$ cat src/hw/bpt_pkg.sv
package bpt_pkg;
    // ****************************************
    // data memory map
    // ****************************************
    localparam logic [7:0] BPT_FIRST_DATA_ADDR = 8'h12;
    localparam logic [7:0] BPT_FIRST_DIR_ADDR = 8'h13;
    localparam logic [7:0] BPT_SECOND_DATA_ADDR = 8'h14;
    localparam logic [7:0] BPT_SECOND_DIR_ADDR = 8'h15;
    // ****************************************
    // widths and reset values
    // ****************************************
    localparam int BPT_FIRST_W = 8;
    localparam int BPT_SECOND_W = 4;
    localparam logic [7:0] BPT_DIR_RESET = 8'hff;
    localparam logic [7:0] BPT_DATA_RESET = 8'h00;
    // ****************************************
    // shared pin positions on the first port
    // ****************************************
    localparam int BPT_TONE_BIT = 0;
    localparam int BPT_TONE_N_BIT = 1;
    localparam int BPT_CNT0_BIT = 4;
    localparam int BPT_CNT1_BIT = 5;
    localparam int BPT_EXTINT_BIT = 6;
    // ****************************************
    // memory access kinds
    // ****************************************
    typedef enum logic [1:0] {
        BPT_OP_NONE,
        BPT_OP_READ,
        BPT_OP_WRITE
    } bpt_op_t;
endpackage : bpt_pkg

$ cat src/hw/bpt_port.sv
// Functional notes
// RULE1 - twelve lines, data at 12h and 14h
// RULE2 - inputs unlatched, pad sampled on read
// RULE3 - output latch holds until rewritten
// RULE4 - per-line direction bits at 13h, 15h
// RULE5 - direction one: input, reads pad level
// RULE6 - direction zero: read returns output latch
// RULE7 - outputs are push-pull only
// RULE8 - after reset every line is input
// RULE9 - bit ops read whole port, write back
// RULE10 - every first-port line can wake device
// RULE11 - per-line pull-high option, else floating
// RULE12 - lines 0,1,4,5,6 share tone/counters/interrupt
// RULE13 - tone lines as inputs stay inputs
// RULE14 - line 0 data gates tone on line 0
// RULE15 - line 1 inverted tone only when both outputs
// RULE16 - directions reset ones, options static inputs
`timescale 1ns/100ps
module bpt_port
    import bpt_pkg::*;
(
    input wire logic clock_in,
    input wire logic nrst_in,
    input wire logic [7:0] mem_addr_in,
    input wire logic mem_rd_in,
    input wire logic mem_wr_in,
    input wire logic [7:0] mem_wdata_in,
    output logic [7:0] mem_rdata_out,
    output logic mem_hit_out,
    input wire logic [BPT_FIRST_W-1:0] first_port_lines_in,
    output logic [BPT_FIRST_W-1:0] first_port_lines_out,
    output logic [BPT_FIRST_W-1:0] first_port_lines_oe_out,
    input wire logic [BPT_SECOND_W-1:0] second_port_lines_in,
    output logic [BPT_SECOND_W-1:0] second_port_lines_out,
    output logic [BPT_SECOND_W-1:0] second_port_lines_oe_out,
    input wire logic [BPT_FIRST_W-1:0] first_pull_high_opt_in,
    input wire logic [BPT_SECOND_W-1:0] second_pull_high_opt_in,
    output logic [BPT_FIRST_W-1:0] first_pull_high_en_out,
    output logic [BPT_SECOND_W-1:0] second_pull_high_en_out,
    input wire logic [BPT_FIRST_W-1:0] wake_opt_in,
    input wire logic halted_in,
    output logic wake_out,
    input wire logic tone_opt_in,
    input wire logic tone_in,
    output logic counter0_ext_input_out,
    output logic counter1_ext_input_out,
    output logic ext_int_n_out
);
    // ****************************************
    // pad synchronisers
    // ****************************************
    logic [BPT_FIRST_W-1:0] first_meta_r;
    logic [BPT_FIRST_W-1:0] first_sync_r;
    logic [BPT_SECOND_W-1:0] second_meta_r;
    logic [BPT_SECOND_W-1:0] second_sync_r;
    logic [BPT_FIRST_W-1:0] first_data_r;
    logic [BPT_FIRST_W-1:0] first_dir_r;
    logic [BPT_SECOND_W-1:0] second_data_r;
    logic [BPT_SECOND_W-1:0] second_dir_r;
    logic [BPT_FIRST_W-1:0] wake_ref_r;
    logic [7:0] rdata_nxt;
    logic hit_nxt;

    // two-flop sampling of both ports, idle high at reset so no false edge follows
    always_ff @(posedge clock_in or negedge nrst_in) begin
        if (!nrst_in) begin
            first_meta_r <= '1;
            first_sync_r <= '1;
            second_meta_r <= '1;
            second_sync_r <= '1;
        end else begin
            first_meta_r <= first_port_lines_in;
            first_sync_r <= first_meta_r;
            second_meta_r <= second_port_lines_in;
            second_sync_r <= second_meta_r;
        end
    end

    // ****************************************
    // address decode
    // ****************************************
    // one-hot select for a port register
    function automatic logic sel(input logic [7:0] a, input logic [7:0] target);
        sel = (a == target);
    endfunction : sel

    // read mux: pad for input bits, latch for output bits
    function automatic logic [7:0] mix(input logic [7:0] dir, input logic [7:0] pad,
                                       input logic [7:0] lat);
        mix = (dir & pad) | (~dir & lat);
    endfunction : mix

    // ****************************************
    // data latches and direction registers
    // ****************************************
    // data latches hold until written
    always_ff @(posedge clock_in or negedge nrst_in) begin
        if (!nrst_in) begin
            first_data_r <= BPT_DATA_RESET[BPT_FIRST_W-1:0];
            second_data_r <= BPT_DATA_RESET[BPT_SECOND_W-1:0];
        end else if (mem_wr_in) begin
            if (sel(mem_addr_in, BPT_FIRST_DATA_ADDR)) begin // [RULE1] [RULE3] [RULE9]
                first_data_r <= mem_wdata_in[BPT_FIRST_W-1:0];
            end
            if (sel(mem_addr_in, BPT_SECOND_DATA_ADDR)) begin // [RULE1] [RULE3] [RULE9]
                second_data_r <= mem_wdata_in[BPT_SECOND_W-1:0];
            end
        end
    end

    // direction registers, all inputs at reset
    always_ff @(posedge clock_in or negedge nrst_in) begin
        if (!nrst_in) begin
            first_dir_r <= BPT_DIR_RESET[BPT_FIRST_W-1:0]; // [RULE8] [RULE16]
            second_dir_r <= BPT_DIR_RESET[BPT_SECOND_W-1:0]; // [RULE8] [RULE16]
        end else if (mem_wr_in) begin
            if (sel(mem_addr_in, BPT_FIRST_DIR_ADDR)) begin // [RULE4]
                first_dir_r <= mem_wdata_in[BPT_FIRST_W-1:0];
            end
            if (sel(mem_addr_in, BPT_SECOND_DIR_ADDR)) begin // [RULE4]
                second_dir_r <= mem_wdata_in[BPT_SECOND_W-1:0];
            end
        end
    end

    // ****************************************
    // read path
    // ****************************************
    // read value selection, unmapped gives zero and no hit
    always_comb begin
        rdata_nxt = 8'h00;
        hit_nxt = 1'b1;
        case (mem_addr_in)
            BPT_FIRST_DATA_ADDR: begin // [RULE2] [RULE5] [RULE6]
                rdata_nxt = mix(first_dir_r, first_sync_r, first_data_r);
            end
            BPT_FIRST_DIR_ADDR: begin
                rdata_nxt = first_dir_r;
            end
            BPT_SECOND_DATA_ADDR: begin
                rdata_nxt = mix({4'h0, second_dir_r}, {4'h0, second_sync_r},
                                {4'h0, second_data_r}); // [RULE5] [RULE6]
            end
            BPT_SECOND_DIR_ADDR: begin
                rdata_nxt = {4'h0, second_dir_r};
            end
            default: begin
                hit_nxt = 1'b0;
            end
        endcase
    end

    // read data registered one cycle after the strobe
    always_ff @(posedge clock_in or negedge nrst_in) begin
        if (!nrst_in) begin
            mem_rdata_out <= 8'h00;
            mem_hit_out <= 1'b0;
        end else begin
            mem_hit_out <= mem_rd_in & hit_nxt;
            if (mem_rd_in) begin
                mem_rdata_out <= rdata_nxt; // [RULE2]
            end
        end
    end

    // ****************************************
    // pad drivers
    // ****************************************
    logic tone_both_out;
    logic tone_gated;
    assign tone_both_out = tone_opt_in & ~first_dir_r[BPT_TONE_BIT] & ~first_dir_r[BPT_TONE_N_BIT];
    assign tone_gated = first_data_r[BPT_TONE_BIT] & tone_in;

    // push-pull enables follow direction bits
    assign first_port_lines_oe_out = ~first_dir_r; // [RULE7] [RULE13]
    assign second_port_lines_oe_out = ~second_dir_r; // [RULE7]

    // line 0 and line 1 may carry the tone pair
    genvar gi;
    generate
        for (gi = 0; gi < BPT_FIRST_W; gi++) begin : g_first_drv
            if (gi == BPT_TONE_BIT) begin : g_tone
                assign first_port_lines_out[gi] = tone_opt_in ? tone_gated
                                                              : first_data_r[gi]; // [RULE14]
            end else if (gi == BPT_TONE_N_BIT) begin : g_tone_n
                assign first_port_lines_out[gi] = tone_both_out
                    ? (first_data_r[BPT_TONE_BIT] & ~tone_in)
                    : first_data_r[gi]; // [RULE15]
            end else begin : g_plain
                assign first_port_lines_out[gi] = first_data_r[gi];
            end
        end
    endgenerate
    assign second_port_lines_out = second_data_r;

    // pull-high attached only on input lines with the option
    assign first_pull_high_en_out = first_pull_high_opt_in & first_dir_r; // [RULE11]
    assign second_pull_high_en_out = second_pull_high_opt_in & second_dir_r; // [RULE11]

    // ****************************************
    // shared functions and wake-up
    // ****************************************
    // counter and interrupt pins see the synchronised pad
    assign counter0_ext_input_out = first_sync_r[BPT_CNT0_BIT]; // [RULE12]
    assign counter1_ext_input_out = first_sync_r[BPT_CNT1_BIT]; // [RULE12]
    assign ext_int_n_out = first_sync_r[BPT_EXTINT_BIT]; // [RULE12]

    // reference level for change detection while halted
    always_ff @(posedge clock_in or negedge nrst_in) begin
        if (!nrst_in) begin
            wake_ref_r <= '1;
        end else begin
            wake_ref_r <= first_sync_r;
        end
    end

    // any enabled line changing while halted wakes the device
    always_ff @(posedge clock_in or negedge nrst_in) begin
        if (!nrst_in) begin
            wake_out <= 1'b0;
        end else begin
            wake_out <= halted_in & |(wake_opt_in & (first_sync_r ^ wake_ref_r)); // [RULE10]
        end
    end
endmodule : bpt_port

$ cat config.mk
export PLATFORM = sky130hd
export DESIGN_NAME = bpt_port
export DESIGN_NICKNAME = d
export VERILOG_FILES = /design/src/hw/bpt_pkg.sv /design/src/hw/bpt_port.sv
export SDC_FILE = /design/constraint.sdc
export NUM_CORES = 1
export LEC_CHECK = 0
export ABC_AREA = 1
export BUFFER_PORTS_ARGS = -buffer_cell sky130_fd_sc_hd__buf_2
export CAP_MARGIN = 20
export CORE_ASPECT_RATIO = 1.2
export CORE_MARGIN = 1
export CORE_UTILIZATION = 45
export CTS_CLUSTER_SIZE = 8
export DETAILED_ROUTE_END_ITERATION = 8
export PLACE_DENSITY = 0.86
export SLEW_MARGIN = 25
export SYNTH_ARGS = -nofsm -noshare
export SYNTH_HDL_FRONTEND = slang
export SYNTH_SLANG_ARGS = --single-unit
export TNS_END_PERCENT = 100
$ cat constraint.sdc
create_clock -name clock_in -period 1.1 [get_ports clock_in]
set_clock_uncertainty 0.1 [all_clocks]
set_input_delay 0.275 -clock clock_in [delete_from_list [all_inputs] [get_ports clock_in]]
set_output_delay 0.275 -clock clock_in [all_outputs]
set_load 0.02 [all_outputs]
==> flow_metrics.tcl, run 1 <==
set metrics [dict create \
    outcome "finished with violations" \
    violations "setup timing" \
    io_buffers 103 \
    synthSimpleGateAreaFrac_pct 24.8 \
    firstDrtPassIters 5 \
    report.final.slew_viol_count 0 \
    vias 3150 \
    switching_power_mw 1.64 \
    synth.area.top_cells "dfstp_2 39%, dfrtp_1 18%, nand2_1 12%" \
    multi_input_area_um2 1260 \
    fin_ws_ns -0.578 \
    grt_pass1_wl_um 15600 \
    synth_area_um2 2990 \
    final_area_um2 5290 \
    power.density_nw_per_um2 1250 \
    cp_max_fo 2 \
    drc 0 \
    n_antenna_cell 0 \
    grt_pass1_vias 3236 \
    cap_violations 0 \
    cts_inserted_buffers 9 \
    synth_fa_ha_area_share_pct 0 \
    hold_path.class "primary input to flip-flop" \
    fmax_ghz 0.596 \
    n_fill_cell 296 \
    place_hpwl_um 5050 \
    drtIter0Drc 255 \
    fin_util_pct 82.1 \
    instances_no_fill 608 \
    dieWidth_um 76.4 \
    cts_tree "yes" \
    r2r_cells 9 \
    row_count 32 \
    start_util_pct 46.4 \
    holdPathStages 2 \
    critical_path_arrival_ns 1.30 \
    cts.sink_count 66 \
    final.min_clock_period_ns 1.68 \
    ant_nets 0 \
    detail_route.vias_per_cell 5.18 \
    drt-wirelength-per-cell_um 18.1 \
    grtUsageTotal_pct 29.2 \
    synth_cell_type_count 26 \
    dp_worst_setup_slack_ns -0.381 \
    ys_seq_area_share_pct 57.0 \
    dieArea_um2 6980 \
    hold_viol_final 0 \
    power.share.combinational_pct 17.7 \
    die_height_um 91.3 \
    hold-worst-slack_ns 0.0874 \
    syn_area_per_cell_um2 9.18 \
    p_int_mw 4.99 \
    syn_inst 326 \
    fin_crit_sh_pct 153 \
    areaGrowthSynthToFinish_pct 76.8 \
    fin_nets 573 \
    p_leak_nw 2.70 \
    rrSetupSlack_ns -0.42 \
    yosys_register_bits 66 \
    rsz0062_at_grt "true" \
    grt_antenna_before_repair 0 \
    cts-root-buf "clkbuf_8" \
    clk_pin_slew_worst_paths_ns 0.08 \
    routed_wirelength_um 11000 \
    clk_latency_ns 0.34 \
    seqCellArea_um2 1710 \
    synth_top_family_by_area "simple AND/OR/NAND/NOR gates" \
    finalPower_mw 6.63 \
    synth_fp_nets 381 \
    critPathLaunchType "flip-flop" \
    synth_top_cell_area_share_pct 38.6 \
    post-place-cells 529 \
    netSwitchingFraction_pct 24.8 \
    grt_start_max_net_pins 67 \
    ios 104 \
    setup_viol 70 \
    fin_tns_setup_ns -17.54 \
    seq_power_share_pct 41.1 \
    synthXorXnorAreaFrac_pct 0.293 \
    synth_compound_area_share_pct 8.65 \
    worst_slew_pin_slew_ns 0.351 \
    ir_drop_mv 1.69 \
    dpl_cell_area_um2 3890 \
    ctsLongestPathBuffers 2 \
    place.gp.congestion 0.844 \
    yosysTopAreaCell "dfstp_2" \
    grt-ovfl-total 0 \
    muxShareOfSynthArea_pct 0 \
    crit_required_ns 0.72 \
    htreeDepth 3 \
    end_kind "primary output" \
    coreArea_um2 6450 \
    layout-drive-gt1-share_pct 66.5 \
    clockPowerShare_pct 41.2 \
    crit_type "flip-flop to primary output" \
    relSlewSlack_pct 76.6 \
    yosysWarnings 0 \
]
## path summary, 6_finish.rpt
check / endpoint / start
setup reg to reg: mem_rdata_out[1] / first_dir_r[1]
setup / recovery: first_port_lines_out[1] / first_dir_r[0]
min in group asynchronous: mem_rdata_out[2] / nrst_in
max in group asynchronous: second_meta_r[0] / nrst_in
hold / removal: wake_out / halted_in
hold reg to reg: second_sync_r[2] / second_meta_r[2]
## cells by family (layout without fill, tap and decap cells)
group	Yosys count	after routing
compound gates	45	45
buf+inv	60	257
flops	66	66
xor+xnor	1	1
simple gates	154	154
## per-layer routing
metal / vias up / share of wire, % / wire length, um / GRT usage, %
met5: - / 0 / 0 / 0
met4: 0 / 5.9 / 649 / 17.6
met3: 64 / 7.0 / 768 / 6.93
met2: 211 / 51 / 5560 / 51.4
met1: 1487 / 36 / 3990 / 31.7
li1: 1388 / - / - / -
## layout by cell type (no fill, tap or decap), drive strengths merged
cell / count
a21boi: 1
a21oi: 3
a31oi: 1
buf: 178
bufinv: 4
clkbuf: 12
clkinv: 2
dfrtp: 22
dfstp: 44
dlygate4sd3: 13
inv: 48
nand2: 106
nand3: 27
nor2: 14
o21ai: 40
or2: 7
xor2: 1
## power groups by stage
stage,sequential (mW),combinational (mW),clock (mW)
6_report,2.72,1.17,2.73
4_1_cts,2.70,0.993,2.74
3_5_place_dp,2.74,0.719,0
5_1_grt,2.73,1.24,2.86
3_3_place_gp,2.74,0.701,0
2_1_floorplan,2.75,0.345,0
## cell type report
type                    instances  share of cell area, %
flip-flops and latches         66                   32.3
repair buffers                192                   32.1
clock inverters                 5                   2.36
multi-input cells             200                   23.9
clock buffers                  11                   2.67
inverters                      49                   4.71
well taps                      85                   2.01
## what timing repair did
item / 4_1_cts / 5_1_grt
gates resized for setup: 132 / 70
cloned: 0 / 1
endpoints found under the hold margin: 34 / 0
setup endpoints to repair: 62 / 68
hold buffers: 13 / 0
setup buffers: 30 / 23
pin swaps: 24 / 35
## registers in the layout (all words and copies together) (netlist names)
name / cells
first_data_r: 8
mem_rdata_out: 8
first_meta_r: 8
second_sync_r: 4
second_dir_r: 4
mem_hit_out: 1
first_sync_r: 8
wake_out: 1
first_dir_r: 8
wake_ref_r: 8
second_port_lines_out: 4
second_meta_r: 4
## synthesized netlist by cell type, drive strengths merged
master	number
nand2	106
inv	48
dfstp	44
o21ai	40
nand3	27
dfrtp	22
nor2	14
buf	10
or2	7
a21oi	3
a21boi	1
a31oi	1
clkbuf	1
clkinv	1
xor2	1
## critical path, cell delays in order, from the launching register on
cell and delay, ns:
dfstp_2 0.57, inv_4 0.04, nand2_4 0.06, nor2_4 0.04
o21ai_2 0.12, buf_6 0.13
(Power assumes the default switching activity.)
==> run 2, diff against run 1 <==
--- a/config.mk
+++ b/config.mk
@@ -13,6 +13,7 @@
 export CORE_UTILIZATION = 45
 export CTS_CLUSTER_SIZE = 8
 export DETAILED_ROUTE_END_ITERATION = 8
+export GPL_TIMING_DRIVEN = 0
 export PLACE_DENSITY = 0.86
 export SLEW_MARGIN = 25
 export SYNTH_ARGS = -nofsm -noshare
==> flow_metrics.tcl, run 2 (synthesized netlist as in run 1, its figures left out) <==
set metrics [dict create \
    outcome "finished with violations" \
    violations "hold timing, setup timing" \
    grt_use_met3_pct 4.22 \
    grt_pass1_vias 2961 \
    report.final.slew_viol_count 0 \
    grt-ovfl-total 0 \
    relSlewSlack_pct 45.6 \
    critical_path_arrival_ns 1.30 \
    regToRegEndpoint "mem_rdata_out[1]" \
    final_common_cell "nand2_1" \
    fin_crit_sh_pct 153 \
    r2r_start "first_dir_r[1]" \
    grt_antenna_before_repair 0 \
    fin_tns_setup_ns -17.39 \
    gr-usage-met2_pct 44.7 \
    cts_inserted_buffers 9 \
    netSwitchingFraction_pct 27.4 \
    fin_ws_ns -0.578 \
    place.gp.congestion 0.816 \
    post-place-cells 513 \
    cts.sink_count 66 \
    drc 0 \
    setup_viol 66 \
    critPathLaunchType "flip-flop" \
    layout-drive-gt1-share_pct 64.8 \
    areaGrowthSynthToFinish_pct 70.0 \
    ios 104 \
    fin_nets 559 \
    crit_type "flip-flop to primary output" \
    end_kind "primary output" \
    ctsLongestPathBuffers 2 \
    row_count 32 \
    fmax_ghz 0.596 \
    cts_tree "yes" \
    dieArea_um2 6980 \
    hold_viol_final 22 \
    r2r_cells 7 \
    cts_hold_buf 12 \
    drtIter0Drc 233 \
    power.density_nw_per_um2 1150 \
    rsz0062_at_grt "true" \
    coreArea_um2 6450 \
    clk_pin_slew_worst_paths_ns 0.07 \
    grtUsageTotal_pct 26.4 \
    cp_max_fo 3 \
    detail_route.vias_per_cell 5.23 \
    finalPower_mw 5.83 \
    power.share.combinational_pct 18.4 \
    instances_no_fill 594 \
    seq_power_share_pct 46.6 \
    cap_violations 0 \
    rrSetupSlack_ns -0.45 \
    final_cell_mix "76 x nand2_1, 65 x buf_6, 49 x buf_2, 44 x dfstp_2, 43 x buf_4" \
    worst_slew_pin_slew_ns 0.816 \
    grt_pass1_wl_um 14000 \
    busiest_layer "met2" \
    htreeDepth 3 \
    routed_wirelength_um 10600 \
    drt-wirelength-per-cell_um 17.8 \
    p_int_mw 4.23 \
    switching_power_mw 1.60 \
    dieWidth_um 76.4 \
    hold-worst-slack_ns -0.0746 \
    die_height_um 91.3 \
    ant_nets 0 \
    use_met1_pct 30.7 \
    grt_start_max_net_pins 67 \
    cts-root-buf "clkbuf_8" \
    vias 3109 \
    crit_required_ns 0.72 \
    firstDrtPassIters 5 \
    p_leak_nw 2.58 \
    fin_util_pct 78.9 \
    ir_drop_mv 0.970 \
    clk_latency_ns 0.34 \
    place_hpwl_um 5100 \
    final.min_clock_period_ns 1.68 \
    start_util_pct 46.4 \
    hold_path.class "primary input to asynchronous set/reset pin" \
    clockPowerShare_pct 35.0 \
    io_buffers 102 \
    n_antenna_cell 0 \
]
-- run 2: cell type report --
class,instances,area [um2]
Sequential cell,66,1710
Timing Repair Buffer,171,1500
Fill cell,350,1360
Multi-Input combinational cell,200,1240
Inverter,49,250
Clock buffer,11,141
Tap cell,85,106
Buffer,7,85.1
Clock inverter,5,55.1
-- run 2: worst max-delay path by stage --
stage                     slack, ns                  endpoint            from  cells after the start
after floorplan               -0.24   first_port_lines_out[1]  first_dir_r[0]                      4
after global placement        -0.55  second_port_lines_out[1]         nrst_in                      1
after detailed placement      -0.46           first_data_r[6]  mem_addr_in[3]                     10
after CTS                     -0.58   first_port_lines_out[1]  first_dir_r[0]                      5
after global routing          -0.62   first_port_lines_out[1]  first_dir_r[0]                      5
final                         -0.58   first_port_lines_out[1]  first_dir_r[0]                      6
-- run 2: per-layer routing --
layer | vias to the layer above | wire length [um]
met4 | 0 | 444
met2 | 194 | 5520
met5 | - | 0
met3 | 41 | 681
li1 | 1362 | -
met1 | 1512 | 3930
-- run 2: through the flow --
stage / cell area [um2] / worst slack [ns]
after floorplan: 3110 / -0.237
after global routing: 5090 / -0.618
after detailed placement: 3730 / -0.457
after CTS: 4750 / -0.584
after global placement: 3730 / -0.546
final: 5090 / -0.578
-- run 2: critical path, cell delays in order (launching register included) --
cell	delay (ns)
dfstp_2	0.58
inv_4	0.05
nand2_4	0.06
nor2_4	0.04
nand3_2	0.07
o21ai_2	0.05
buf_6	0.13
-- run 2: power groups by stage --
stage / Clock [mW] / Sequential (mW) / Combinational [mW]
after floorplan: 0 / 2.75 / 0.345
after global routing: 2.14 / 2.73 / 1.14
after CTS: 2.02 / 2.70 / 0.952
after detailed placement: 0 / 2.75 / 0.658
after global placement: 0 / 2.74 / 0.638
final: 2.04 / 2.72 / 1.07
-- run 2: timing repair --
item	4_1_cts	5_1_grt
buffers inserted	39	20
cloned	0	3
setup endpoints to repair	70	78
hold endpoints to repair	34	11
pin swaps	33	39
gates resized for setup	142	60
==> run 3, diff against run 2 <==
--- a/config.mk
+++ b/config.mk
@@ -8,13 +8,15 @@
 export ABC_AREA = 1
 export BUFFER_PORTS_ARGS = -buffer_cell sky130_fd_sc_hd__buf_2
 export CAP_MARGIN = 20
+export CELL_PAD_IN_SITES_DETAIL_PLACEMENT = 2
+export CELL_PAD_IN_SITES_GLOBAL_PLACEMENT = 2
 export CORE_ASPECT_RATIO = 1.2
 export CORE_MARGIN = 1
-export CORE_UTILIZATION = 45
+export CORE_UTILIZATION = 26
 export CTS_CLUSTER_SIZE = 8
 export DETAILED_ROUTE_END_ITERATION = 8
 export GPL_TIMING_DRIVEN = 0
-export PLACE_DENSITY = 0.86
+export PLACE_DENSITY = 0.85
 export SLEW_MARGIN = 25
 export SYNTH_ARGS = -nofsm -noshare
 export SYNTH_HDL_FRONTEND = slang
==> flow_metrics.tcl, run 3 (synthesized netlist as in run 1, its figures left out) <==
set metrics [dict create \
    worst-path-stages 4 \
    dieArea_um2 11900 \
    fmax_ghz 0.601 \
    detail_route.vias_per_cell 4.47 \
    fin_nets 570 \
    areaGrowthSynthToFinish_pct 84.6 \
    coreArea_um2 11100 \
    worst_slew_pin_slew_ns 0.743 \
    cts-root-buf "clkbuf_16" \
    n_fill_cell 1172 \
    cts_tree "yes" \
    hold_path.class "primary input to flip-flop" \
    dieWidth_um 99.9 \
    grt_pass1_wl_um 17900 \
    grt_pass1_vias 3405 \
    cap_violations 0 \
    routed_wirelength_um 12900 \
    seqCellArea_um2 1710 \
    crit_required_ns 0.72 \
    drt-wirelength-per-cell_um 19.2 \
    critical_path_arrival_ns 1.29 \
    power.density_nw_per_um2 1220 \
    rrSetupSlack_ns -0.44 \
    place.gp.congestion 0.728 \
    start_util_pct 26.9 \
    hold-worst-slack_ns 0.0869 \
    end_kind "primary output" \
    io_buffers 102 \
    layout-drive-gt1-share_pct 68.7 \
    r2r_start "first_dir_r[1]" \
    firstDrtPassIters 4 \
    hold_viol_final 0 \
    outcome "finished with violations" \
    critPathMaxStageDelay_ns 0.57 \
    row_count 42 \
    cp_top_family "flip-flops" \
    cts.sink_count 66 \
    grt_antenna_before_repair 0 \
    fin_crit_sh_pct 151 \
    worstHoldEndpoint "second_dir_r[1]" \
    fin_ws_ns -0.563 \
    grt-ovfl-total 0 \
    ios 104 \
    finalPower_mw 6.76 \
    htreeDepth 3 \
    clk_latency_ns 0.33 \
    r2r_cells 7 \
    drc 0 \
    report.final.slew_viol_count 0 \
    setup_viol 70 \
    relSlewSlack_pct 50.5 \
    fin_util_pct 49.6 \
    hold_path_startpoint "mem_wdata_in[1]" \
    cp.buffers_inverters 4 \
    crit_chain "inv_4 -> buf_4 -> buf_6 -> buf_6" \
    critPathLaunchType "flip-flop" \
    ant_nets 0 \
    timing.critical_path.mode_cell "buf_6" \
    grtUsageTotal_pct 20.2 \
    drtIter0Drc 88 \
    violations "setup timing" \
    rsz0062_at_grt "true" \
    clk_pin_slew_worst_paths_ns 0.05 \
    n_antenna_cell 0 \
    multi_input_area_um2 1360 \
    fin_tns_setup_ns -17.55 \
    dp_worst_setup_slack_ns -0.486 \
    holdPathStages 3 \
    crit_type "flip-flop to primary output" \
    ir_drop_mv 0.637 \
    regToRegEndpoint "mem_rdata_out[1]" \
    p_leak_nw 2.71 \
    cp_max_fo 2 \
    die_height_um 120 \
    place_hpwl_um 6920 \
    critPathSlowestCell "dfstp_2" \
    final.min_clock_period_ns 1.66 \
    final_cell_mix "69 x nand2_1, 69 x buf_6, 48 x buf_4, 46 x buf_2, 44 x dfstp_2" \
    grt_start_max_net_pins 39 \
    ctsLongestPathBuffers 2 \
    cts_inserted_buffers 9 \
    vias 3012 \
]
[run 3: cell types whose count changed in the layout (fill, tap and decap cells not counted), sizes merged]
cell,before,now
clkbuf,15,12
buf,162,171
dlymetal6s4s,0,2
clkinvlp,3,1
dlygate4sd3,12,13
clkinv,2,6
[run 3: metrics by stage]
step,std cells,area [um2]
floorplan,326,3110
global placement,582,3820
detailed placement,583,3840
CTS,654,5070
global route,674,5530
finish,674,5530
[run 3: timing repair]
action	CTS	global route
resized for setup	156	82
pin swaps	31	35
cloned	0	2
hold endpoints to repair	22	0
endpoints found under the setup margin	83	128
hold buffers	15	0
buffers inserted	42	20
[run 3: worst register-to-register path, cell delays in order, from the launching register on]
cell,delay [ns]
dfstp_2,0.59
buf_4,0.13
buf_6,0.10
o21ai_1,0.07
nand3_1,0.09
nand2_1,0.10
o21ai_2,0.15
nand2_1,0.09
[run 3: how the worst max path moves through the flow]
stage / from / end / slack [ns]
floorplan: first_dir_r[0] / first_port_lines_out[1] / -0.24
global placement: nrst_in / mem_rdata_out[3] / -0.61
detailed placement: mem_addr_in[3] / second_dir_r[2] / -0.49
CTS: first_dir_r[0] / first_port_lines_out[1] / -0.57
global route: first_dir_r[0] / first_port_lines_out[1] / -0.62
finish: first_dir_r[0] / first_port_lines_oe_out[0] / -0.56
[run 3: cell type report]
class                   count  share of cell area (%)
multi-input cells         200                    24.5
well taps                 154                    3.49
plain buffers               9                    1.95
clock inverters             7                    1.27
inverters                  49                    4.57
clock buffers               9                    4.08
repair buffers            180                    29.2
flip-flops and latches     66                    30.9
[run 3: power by group]
group          internal (mW)  leakage (nW)  total [mW]  switching, mW
combinational          0.562          1.82        1.15          0.592
clock                   1.75         0.145        2.89           1.14
sequential              2.62         0.746        2.72          0.102
[run 3: layer usage]
metal	routed length (um)	vias up	GRT usage [%]
met3	459	19	4.54
met2	7690	85	40.1
met5	0	-	0
li1	-	1391	-
met1	4520	1517	21.1
met4	266	0	4.69
